===== src/delim_cfg_map.vh =====
/*
 * Register offsets, reset values, rate codes and field constants for the
 * start-of-frame delimiter configuration block.
 * Assumes an 8-bit register port with byte addresses of 7 bits.
 */
`ifndef DELIM_CFG_MAP_VH
`define DELIM_CFG_MAP_VH

// Register byte addresses.
`define ADDR_CFG_RESET       7'h00
`define ADDR_PATTERN_2M      7'h60
`define ADDR_PATTERN_1M      7'h61
`define ADDR_PATTERN_500K    7'h62
`define ADDR_PATTERN_250K    7'h63
`define ADDR_HIGH_125K       7'h64
`define ADDR_LOW_SHARED      7'h65
`define ADDR_LOW_1M          7'h66

// Values taken after reset.
`define RST_PATTERN_2M       8'h21
`define RST_PATTERN_1M       8'hF1
`define RST_PATTERN_500K     8'h3B
`define RST_PATTERN_250K     8'hE5
`define RST_HIGH_125K        8'h4D
`define RST_LOW_SHARED       8'hA8
`define RST_LOW_1M           8'hC8

// Configuration reset field.
`define CFG_RST_W            6
`define CFG_RST_ALL_ONES     6'h3F
`define CFG_RST_RELEASE      6'h00

// Fixed delimiter of the standard MAC.
`define STD_DELIM            8'hA7

// Air rate codes.
`define RATE_2M              3'h0
`define RATE_1M              3'h1
`define RATE_500K            3'h2
`define RATE_250K            3'h3
`define RATE_125K            3'h4

`endif


===== src/frame_delimiter_pattern_config.v =====
/*
 * Delimiter pattern registers, configuration reset field and the
 * per-rate delimiter output used by the framer and the correlator.
 * Assumes a simple synchronous register port (address, write strobe,
 * write data, read data) driven by the host interface in this clock domain.
 */
`timescale 1ns/1ps
`include "delim_cfg_map.vh"

// Functional notes
// [RULE1] 2 Mbps: octet one whole, or high
// [RULE2] Host: octet one nibbles nonzero, distinct, not A7
// [RULE3] 1 Mbps: octet two whole, or high
// [RULE4] Host: octet two nibbles nonzero, distinct, not A7
// [RULE5] 500 kbps: octet three single delimiter
// [RULE6] Host: octet three nibbles nonzero, distinct
// [RULE7] 250 kbps: octet four if proprietary, else A7
// [RULE8] Host: octet four nibbles nonzero and distinct
// [RULE9] 125 kbps: octet five is high octet
// [RULE10] Compact: octet six low at 2M, 125k
// [RULE11] Host: octet six nibbles nonzero, not A7
// [RULE12] Compact: octet seven low at 1 Mbps
// [RULE13] Field all ones resets octets; zeros releases
// [RULE14] High octet first; single octet at 500k/250k
module frame_delimiter_pattern_config (
  // Clock and reset.
  input  wire        clk,
  input  wire        sys_rst,
  // Register port.
  input  wire [6:0]  reg_addr,
  input  wire        reg_wr,
  input  wire [7:0]  reg_wdata,
  output reg  [7:0]  reg_rdata,
  // Mode inputs from the rest of the radio.
  input  wire [2:0]  air_rate,
  input  wire        compact_delimiter_mode,
  input  wire        proprietary_mac,
  // Delimiter sequencing request from the framer.
  input  wire        delim_start,
  input  wire        delim_next,
  // Delimiter outputs.
  output reg  [7:0]  delim_octet_q,
  output reg         delim_octet_valid_q,
  output reg         delim_last_q,
  output reg  [7:0]  match_high_q,
  output reg  [7:0]  match_low_q,
  output reg         match_two_octet_q,
  output reg         rate_valid_q,
  // Configuration reset state and pattern error flag.
  output wire        config_reset_active,
  output reg         pattern_error_q
);

  reg  [`CFG_RST_W-1:0] config_reset_field_q;
  reg  [7:0]            delim_pattern_2m_q;
  reg  [7:0]            delim_pattern_1m_q;
  reg  [7:0]            delim_pattern_500k_q;
  reg  [7:0]            delim_pattern_250k_q;
  reg  [7:0]            delim_high_125k_q;
  reg  [7:0]            delim_low_shared_q;
  reg  [7:0]            delim_low_1m_q;
  reg                   second_pending_q;
  wire [7:0]            sel_high;
  wire [7:0]            sel_low;
  wire                  sel_two_octet;
  wire                  sel_valid;
  wire                  cfg_hold;

  // True when either nibble equals the same-position nibble of the other octet.
  function nib_bad;
    input [7:0] a;
    input [7:0] b;
    begin
      nib_bad = (a[7:4] == b[7:4]) || (a[3:0] == b[3:0]);
    end
  endfunction

  // True when either nibble of the octet is zero.
  function zero_nib;
    input [7:0] a;
    begin
      zero_nib = (a[7:4] == 4'h0) || (a[3:0] == 4'h0);
    end
  endfunction

  // Only all ones holds the octets in reset; any other value is treated
  // as released so a half-written field cannot wedge the block.
  assign cfg_hold            = (config_reset_field_q == `CFG_RST_ALL_ONES); // [RULE13]
  assign config_reset_active = cfg_hold;

  // The reset field itself sits outside the reset it drives.
  always @(posedge clk or posedge sys_rst) begin
    if (sys_rst) begin
      config_reset_field_q <= `CFG_RST_RELEASE;
    end else if (reg_wr && reg_addr == `ADDR_CFG_RESET) begin
      config_reset_field_q <= reg_wdata[`CFG_RST_W-1:0];
    end
  end

  // Pattern octets: defaults on system reset or held configuration reset.
  always @(posedge clk or posedge sys_rst) begin
    if (sys_rst) begin
      delim_pattern_2m_q   <= `RST_PATTERN_2M;
      delim_pattern_1m_q   <= `RST_PATTERN_1M;
      delim_pattern_500k_q <= `RST_PATTERN_500K;
      delim_pattern_250k_q <= `RST_PATTERN_250K;
      delim_high_125k_q    <= `RST_HIGH_125K;
      delim_low_shared_q   <= `RST_LOW_SHARED;
      delim_low_1m_q       <= `RST_LOW_1M;
    end else if (cfg_hold) begin                                   // [RULE13]
      delim_pattern_2m_q   <= `RST_PATTERN_2M;
      delim_pattern_1m_q   <= `RST_PATTERN_1M;
      delim_pattern_500k_q <= `RST_PATTERN_500K;
      delim_pattern_250k_q <= `RST_PATTERN_250K;
      delim_high_125k_q    <= `RST_HIGH_125K;
      delim_low_shared_q   <= `RST_LOW_SHARED;
      delim_low_1m_q       <= `RST_LOW_1M;
    end else if (reg_wr) begin
      case (reg_addr)
        `ADDR_PATTERN_2M:   delim_pattern_2m_q   <= reg_wdata;
        `ADDR_PATTERN_1M:   delim_pattern_1m_q   <= reg_wdata;
        `ADDR_PATTERN_500K: delim_pattern_500k_q <= reg_wdata;
        `ADDR_PATTERN_250K: delim_pattern_250k_q <= reg_wdata;
        `ADDR_HIGH_125K:    delim_high_125k_q    <= reg_wdata;
        `ADDR_LOW_SHARED:   delim_low_shared_q   <= reg_wdata;
        `ADDR_LOW_1M:       delim_low_1m_q       <= reg_wdata;
        default: begin
        end
      endcase
    end
  end

  // Read mux; unmapped addresses read as zero, reserved bits too.
  always @* begin
    case (reg_addr)
      `ADDR_CFG_RESET:    reg_rdata = {2'h0, config_reset_field_q};
      `ADDR_PATTERN_2M:   reg_rdata = delim_pattern_2m_q;
      `ADDR_PATTERN_1M:   reg_rdata = delim_pattern_1m_q;
      `ADDR_PATTERN_500K: reg_rdata = delim_pattern_500k_q;
      `ADDR_PATTERN_250K: reg_rdata = delim_pattern_250k_q;
      `ADDR_HIGH_125K:    reg_rdata = delim_high_125k_q;
      `ADDR_LOW_SHARED:   reg_rdata = delim_low_shared_q;
      `ADDR_LOW_1M:       reg_rdata = delim_low_1m_q;
      default:            reg_rdata = 8'h00;
    endcase
  end

  delim_select u_select (
    .air_rate               (air_rate),
    .compact_delimiter_mode (compact_delimiter_mode),
    .proprietary_mac        (proprietary_mac),
    .delim_pattern_2m       (delim_pattern_2m_q),
    .delim_pattern_1m       (delim_pattern_1m_q),
    .delim_pattern_500k     (delim_pattern_500k_q),
    .delim_pattern_250k     (delim_pattern_250k_q),
    .delim_high_125k        (delim_high_125k_q),
    .delim_low_shared       (delim_low_shared_q),
    .delim_low_1m           (delim_low_1m_q),
    .sel_high               (sel_high),
    .sel_low                (sel_low),
    .sel_two_octet          (sel_two_octet),
    .sel_valid              (sel_valid)
  );

  // Registered correlator view of the active delimiter.
  always @(posedge clk or posedge sys_rst) begin
    if (sys_rst) begin
      match_high_q      <= 8'h00;
      match_low_q       <= 8'h00;
      match_two_octet_q <= 1'b0;
      rate_valid_q      <= 1'b0;
    end else begin
      match_high_q      <= sel_high;
      match_low_q       <= sel_low;
      match_two_octet_q <= sel_two_octet;
      rate_valid_q      <= sel_valid;
    end
  end

  // Transmit sequencing: high octet on start, low octet on the next step.
  always @(posedge clk or posedge sys_rst) begin
    if (sys_rst) begin
      delim_octet_q       <= 8'h00;
      delim_octet_valid_q <= 1'b0;
      delim_last_q        <= 1'b0;
      second_pending_q    <= 1'b0;
    end else if (delim_start && sel_valid) begin
      delim_octet_q       <= sel_high;                             // [RULE14]
      delim_octet_valid_q <= 1'b1;
      delim_last_q        <= ~sel_two_octet;
      second_pending_q    <= sel_two_octet;
    end else if (delim_next && second_pending_q) begin
      delim_octet_q       <= sel_low;                              // [RULE14]
      delim_octet_valid_q <= 1'b1;
      delim_last_q        <= 1'b1;
      second_pending_q    <= 1'b0;
    end else begin
      delim_octet_valid_q <= 1'b0;
    end
  end

  // Flag octets that break the host's constraints in compact-off mode, as a
  // diagnostic only: the hardware still uses whatever was written.
  always @(posedge clk or posedge sys_rst) begin
    if (sys_rst) begin
      pattern_error_q <= 1'b0;
    end else begin
      pattern_error_q <= !compact_delimiter_mode && (
        zero_nib(delim_pattern_2m_q) || zero_nib(delim_pattern_1m_q) ||
        zero_nib(delim_pattern_500k_q) || zero_nib(delim_pattern_250k_q) ||
        zero_nib(delim_low_shared_q) ||
        delim_pattern_2m_q == `STD_DELIM || delim_pattern_1m_q == `STD_DELIM ||
        delim_pattern_500k_q == `STD_DELIM || delim_pattern_250k_q == `STD_DELIM ||
        delim_low_shared_q == `STD_DELIM ||
        nib_bad(delim_pattern_2m_q, delim_pattern_1m_q) ||   // [RULE2] [RULE4]
        nib_bad(delim_pattern_2m_q, delim_pattern_500k_q) || // [RULE6]
        nib_bad(delim_pattern_1m_q, delim_pattern_500k_q) ||
        nib_bad(delim_pattern_250k_q, delim_low_shared_q));  // [RULE8] [RULE11]
    end
  end

endmodule // frame_delimiter_pattern_config


===== src/delim_select.v =====
/*
 * Combinational selection of the active delimiter from the stored octets.
 * Assumes the octets are stable register outputs of the same clock domain.
 */
`timescale 1ns/1ps
`include "delim_cfg_map.vh"

module delim_select (
  // Mode inputs.
  input  wire [2:0]  air_rate,
  input  wire        compact_delimiter_mode,
  input  wire        proprietary_mac,
  // Stored octets.
  input  wire [7:0]  delim_pattern_2m,
  input  wire [7:0]  delim_pattern_1m,
  input  wire [7:0]  delim_pattern_500k,
  input  wire [7:0]  delim_pattern_250k,
  input  wire [7:0]  delim_high_125k,
  input  wire [7:0]  delim_low_shared,
  input  wire [7:0]  delim_low_1m,
  // Selected delimiter.
  output reg  [7:0]  sel_high,
  output reg  [7:0]  sel_low,
  output reg         sel_two_octet,
  output reg         sel_valid
);

  // Pick high and low octets by rate; low is only meaningful for two octets.
  always @* begin
    sel_high      = 8'h00;
    sel_low       = 8'h00;
    sel_two_octet = 1'b0;
    sel_valid     = 1'b1;
    case (air_rate)
      `RATE_2M: begin
        sel_high      = delim_pattern_2m;                              // [RULE1]
        sel_two_octet = compact_delimiter_mode;                        // [RULE1]
        sel_low       = compact_delimiter_mode ? delim_low_shared : 8'h00; // [RULE10]
      end
      `RATE_1M: begin
        sel_high      = delim_pattern_1m;                              // [RULE3]
        sel_two_octet = compact_delimiter_mode;                        // [RULE3]
        sel_low       = compact_delimiter_mode ? delim_low_1m : 8'h00; // [RULE12]
      end
      `RATE_500K: begin
        sel_high = delim_pattern_500k;                                 // [RULE5] [RULE14]
      end
      `RATE_250K: begin
        sel_high = proprietary_mac ? delim_pattern_250k : `STD_DELIM;  // [RULE7] [RULE14]
      end
      `RATE_125K: begin
        sel_high      = delim_high_125k;                               // [RULE9]
        sel_low       = delim_low_shared;                              // [RULE10]
        sel_two_octet = 1'b1;                                          // [RULE9]
      end
      default: begin
        sel_valid = 1'b0;
      end
    endcase
  end

endmodule // delim_select


===== config.mk =====
export PLATFORM = sky130hd
export DESIGN_NAME = frame_delimiter_pattern_config
export DESIGN_NICKNAME = d
export VERILOG_FILES = /design/src/frame_delimiter_pattern_config.v /design/src/delim_select.v
export VERILOG_INCLUDE_DIRS = /design/src /design/src/src
export SDC_FILE = /design/constraint.sdc
export NUM_CORES = 1
export LEC_CHECK = 0
export ABC_AREA = 1
export BUFFER_PORTS_ARGS = -buffer_cell sky130_fd_sc_hd__buf_2
export CAP_MARGIN = 10
export CORE_AREA = 2 2 97 99
export DETAILED_ROUTE_END_ITERATION = 8
export DIE_AREA = 0 0 99 101
export GPL_TIMING_DRIVEN = 0
export PLACE_DENSITY = 0.84
export SYNTH_ARGS = -nofsm -noshare
export SYNTH_HDL_FRONTEND = slang
export SYNTH_HIERARCHICAL = 1
export SYNTH_SLANG_ARGS = --single-unit

===== constraint.sdc =====
create_clock -name clk -period 4.9 [get_ports clk]
set_input_delay 0.245 -clock clk [delete_from_list [all_inputs] [get_ports clk]]
set_output_delay 0.245 -clock clk [all_outputs]
set_load 0.1 [all_outputs]

==> results of run 1 <==
worst paths after layout:
kind | from | endpoint | slack (ns) | cells after the start
worst min-delay path | compact_delimiter_mode | pattern_error_q$_DFF_PP0_ | 0.04 | 2
worst min register to register | delim_low_1m_q[7]$_DFFE_PP1P_ | delim_low_1m_q[7]$_DFFE_PP1P_ | 0.51 | 2
min in group asynchronous | sys_rst | match_low_q[4]$_DFF_PP0_ | 0.36 | 3
max in group asynchronous | sys_rst | delim_pattern_500k_q[3]$_DFFE_PP1P_ | 3.86 | 4
worst max-delay path | config_reset_field_q[4]$_DFFE_PP0P_ | config_reset_active | 2.58 | 7
worst max register to register | config_reset_field_q[4]$_DFFE_PP0P_ | delim_pattern_250k_q[1]$_DFFE_PP0P_ | 3.02 | 9
through the flow:
step | power (mW) | utilization | area (µm²)
after floorplan | 1.40 | - | 5540
after global placement | 1.55 | 0.667 | 5990
after detailed placement | 1.57 | 0.670 | 6020
after CTS | 2.07 | 0.693 | 6220
after global routing | 2.17 | 0.693 | 6220
final | 2.08 | 0.693 | 6220
flip-flops by register name, indices dropped and copies added, names as in the netlist, 6 cells and up:
name,cells
delim_high_125k_q,8
delim_low_1m_q,8
delim_pattern_2m_q,8
delim_low_shared_q,8
match_high_q,8
config_reset_field_q,6
delim_pattern_250k_q,8
delim_pattern_500k_q,8
match_low_q,8
delim_octet_q,8
delim_pattern_1m_q,8
per-layer routing:
layer | wire length, µm | global-route usage
met4 | 805 | 0.171
met2 | 7550 | 0.550
met5 | 0 | 0
met1 | 7080 | 0.472
met3 | 1510 | 0.0458
cells in the mapped netlist, types with 2 or more instances:
cell / count
nand2_1: 281
nor2_1: 107
inv_1: 87
dfrtp_1: 65
o21ai_0: 43
nand3_1: 34
o22ai_1: 29
dfstp_2: 27
o21ai_1: 18
a21oi_1: 14
o21ai_2: 11
nor2_4: 7
nand2_2: 6
buf_6: 5
a21oi_2: 4
buf_4: 4
nand4_1: 4
nor2_2: 4
buf_2: 3
inv_2: 3
clkbuf_1: 2
inv_4: 2
nand3_2: 2
nand4_2: 2
nand4_4: 2
nor3_2: 2
o21ai_4: 2
layout make-up:
type	count	area (µm²)
fillers	784	2760
plain buffers	16	133
clock buffers	9	124
clock inverters	7	67.6
repair buffers	63	343
well taps	111	139
flip-flops and latches	92	2340
inverters	94	362
multi-input cells	580	2720
report_power, final:
part | total (mW) | switching, mW | internal (mW)
Sequential | 0.962 | 0.101 | 0.861
Clock | 0.514 | 0.315 | 0.199
Combinational | 0.607 | 0.467 | 0.139
critical path: stages, from the launching register on:
cell,delay [ns]
dfrtp_1,0.36
inv_1,0.08
nor3_2,0.17
nand3_2,0.15
buf_4,0.22
inv_4,0.10
buf_4,0.18
buf_2,0.44
kinds of logic after synthesis:
group	count (synthesis)	share of synthesized area
compound gates	123	0.133
simple gates	457	0.357
flops	92	0.421
buf+inv	110	0.0887
==> results.cfg, run 1 <==
[run_status]
status = complete, no violations

[synth]
synth_top_flop_cell = dfrtp_1
syn_inst = 782
synth_top_cell_by_area = dfrtp_1
syn_area_um2 = 5540
synth_seq_area_share = 0.421
synthTopCellsByArea = dfrtp_1 (29%), nand2_1 (19%), dfstp_2 (13%)
avgSynthCellArea_um2 = 7.09
yosys_warnings = 6
synthArstFlopShare = 1.00
synthDistinctLibCells = 39
synth_edf_count = 0
yosys.area.top_type_share = 0.293
yosys_register_bits = 92
syn_nets = 807

[power_and_ir_drop]
ir_drop_uv = 160
pwr_density_cell_nw_per_um2 = 335
leakage_nw = 3.32

[sta]
finalSetupViolCount = 0
setup_tns_ns = 0
rsz0062_at_grt = false
clock_skew_ns = 0.0114
worst_slack_ns = 2.58
max_freq_ghz = 0.430
worst_pin_slew_ns = 0.707
hold_violations = 0
hold_ws_ns = 0.0360
finalCritPeriodShare = 0.474
min_period_ns = 2.32
drv_slew = 0
relSlewSlack = 0.525

[place]
dp_hpwl_mm = 13.1
io_buffer_count = 61
globalplace.congestion = 1.00
dp.cells = 955
pre_cts_ws_ns = 2.71

[grt]
grt_first_pass_wirelength_mm = 26.4
grt_overflow = 0
first_global_vias = 5158
grt_use_total = 0.347
antenna_found_initial = 0
grt_max_degree = 72

[critical_path]
cp-start-kind = flop
path_class = reg -> out
required_ns = 4.66
cp_max_fo = 10
critPathArrivalTime_ns = 2.08
end_kind = output port

[floorplan]
die_w_um = 99
dieArea_um2 = 10000
initial_core_util = 0.618
num_rows = 35
io_pins = 63
die_y_um = 101
design.core.area_um2 = 8980

[detailed_routing]
drc = 0
viasPerCell = 5.74
drt-pass1-iter-count = 6
drt_iter0_markers = 525
vias = 5579
routedWlPerCell_um = 17.4
drt-total-wl_mm = 16.9
ant_nets = 0

[clock_tree]
cts_resized = 0
clk_path_buf_depth = 2
clk_pin_slew_ns = 0.10
clockRootBuffer = clkbuf_8
ctsHoldBuffers = 1
cts_tree = yes
numClockSinks = 92
numCtsBuffers = 9
htree_levels = 3
post_cts_buffers = 0
clock_latency_ns = 0.37

[finish]
fin_nets = 881
layout-drive-gt1-share = 0.199
final_common_cell = nand2_1
stdcell_count = 972
syn_to_final_growth_pct = 12.2
layout_common_cells = nand2_1 (281), nor2_1 (107), inv_1 (86)
n_antenna_cell = 0

[job]
max_cap_viol_count = 0

[min_path]
hp-class = in -> reg
Note: power is estimated with default switching activity, not from simulation.
==> run 2: changes to the inputs <==
CORE_AREA = 2 2 106 108   (was 2 2 97 99)
DIE_AREA = 0 0 108 110   (was 0 0 99 101)
PLACE_DENSITY = 0.75   (was 0.84)
clock period = 2.09 ns   (was 4.9 ns; I/O delays follow)
==> results.cfg, run 2 (synthesis results as in run 1) <==
[run_status]
status = complete, no violations

[critical_path]
end_kind = output port
required_ns = 1.99
cp-start-kind = flop
rr_endpoint = delim_low_shared_q[1]$_DFFE_PP0P_
reg2regPathDepth = 9
critPathArrivalTime_ns = 1.90
worst_r2r_startpoint = config_reset_field_q[0]$_DFFE_PP0P_
path_class = reg -> out
cp_max_fo = 10
reg2reg_slack_ns = 0.24

[grt]
first_global_vias = 5008
grt_max_degree = 44
grt_overflow = 0
grt_first_pass_wirelength_mm = 25.8
antenna_found_initial = 0
grt_use_total = 0.290

[floorplan]
num_rows = 38
die_w_um = 108
dieArea_um2 = 11900
initial_core_util = 0.518
die_y_um = 110
io_pins = 63
design.core.area_um2 = 10700

[detailed_routing]
viasPerCell = 5.41
routedWlPerCell_um = 16.2
drt-pass1-iter-count = 5
drt-total-wl_mm = 16.3
vias = 5437
drt_iter0_markers = 532
drc = 0
ant_nets = 0

[clock_tree]
clock_latency_ns = 0.38
numClockSinks = 92
clk_path_buf_depth = 2
clk_pin_slew_ns = 0.10
numCtsBuffers = 9
cts_tree = yes
htree_levels = 3
clockRootBuffer = clkbuf_8

[sta]
setup_tns_ns = 0
finalSetupViolCount = 0
min_period_ns = 2.01
relSlewSlack = 0.601
rsz0062_at_grt = false
max_freq_ghz = 0.498
hold_ws_ns = 0.0138
worst_pin_slew_ns = 0.594
finalCritPeriodShare = 0.960
drv_slew = 0
hold_violations = 0
clock_skew_ns = 0.0108

[min_path]
hp-class = in -> reg
whs_path_depth = 3
whs_endpoint = config_reset_field_q[0]$_DFFE_PP0P_
hp-start = reg_wdata[0]

[job]
max_cap_viol_count = 0

[finish]
layout_common_cells = nand2_1 (281), nor2_1 (107), inv_1 (86)
fin_nets = 885
syn_to_final_growth_pct = 14.2
n_antenna_cell = 0
layout-drive-gt1-share = 0.199
num-fill-cells = 1043
final_common_cell = nand2_1

[power_and_ir_drop]
pwr_density_cell_nw_per_um2 = 782
leakage_nw = 3.35
ir_drop_uv = 483

[place]
globalplace.congestion = 0.951
dp_hpwl_mm = 12.6
io_buffer_count = 61
## run 2: changes by cell type in the layout (fill, tap and decap cells not counted), sizes merged
cell / previous run / this run
buf: 76 / 75
dlygate4sd3: 1 / 4
clkbuf: 11 / 13
inv: 96 / 94
clkinv: 4 / 5
bufinv: 0 / 1
## run 2: power breakdown
part | internal (mW) | leakage [nW] | switching [mW]
Combinational | 0.333 | 2.13 | 1.08
Clock | 0.576 | 0.108 | 0.718
Sequential | 2.02 | 1.11 | 0.229
## run 2: repair_timing
action	in CTS	in global routing
hold buffers	4	0
buffers inserted	0	0
endpoints found under the setup margin	1	3
resized for setup	1	4
hold endpoints to repair	25	0
## run 2: routing by layer
| layer | GRT usage | up-vias | share of wire |
|---|---|---|---|
| met3 | 0.0382 | 55 | 0.087 |
| li1 | - | 2645 | - |
| met2 | 0.468 | 290 | 0.45 |
| met5 | 0 | - | 0 |
| met4 | 0.136 | 0 | 0.044 |
| met1 | 0.389 | 2447 | 0.42 |
## run 2: through the flow
step           instance area [µm²]   util  power (mW)  setup slack (ns)  std cells
4_1_cts                       6320  0.591        4.94            0.0109       1005
3_3_place_gp                  6030  0.564        3.64             0.235        983
5_1_grt                       6330  0.592        5.18           0.00526       1005
6_report                      6330  0.592        4.95            0.0837       1005
2_1_floorplan                 5550      -        3.29             0.373        782
3_5_place_dp                  6070  0.567        3.66             0.228        985
## run 2: worst max-delay path by stage
stage | slack [ns] | cells after the start | startpoint | end
detailed placement | 0.23 | 9 | reg_addr[3] | reg_rdata[3]
global route | 0.005 | 7 | config_reset_field_q[1]$_DFFE_PP0P_ | config_reset_active
floorplan | 0.37 | 9 | config_reset_field_q[1]$_DFFE_PP0P_ | delim_low_shared_q[1]$_DFFE_PP0P_
CTS | 0.01 | 7 | config_reset_field_q[1]$_DFFE_PP0P_ | config_reset_active
finish | 0.08 | 7 | config_reset_field_q[1]$_DFFE_PP0P_ | config_reset_active
global placement | 0.24 | 9 | reg_addr[3] | reg_rdata[3]
## run 2: critical path, cell delays in order (launching register included)
cell	delay, ns
dfrtp_1	0.36
inv_1	0.06
nor3_2	0.19
nand3_2	0.16
buf_4	0.23
inv_4	0.10
buf_4	0.19
buf_8	0.21
## run 2: area by class of cell
type	instances	area, µm²	share of cell area
sequential	92	2340	0.369
tap	140	175	0.0277
buffer	16	133	0.0209
clock buffer	9	124	0.0196
clock inverter	7	83.8	0.0132
inverter	94	363	0.0573
timing repair buffer	67	400	0.0632
multi-input combinational	580	2720	0.429
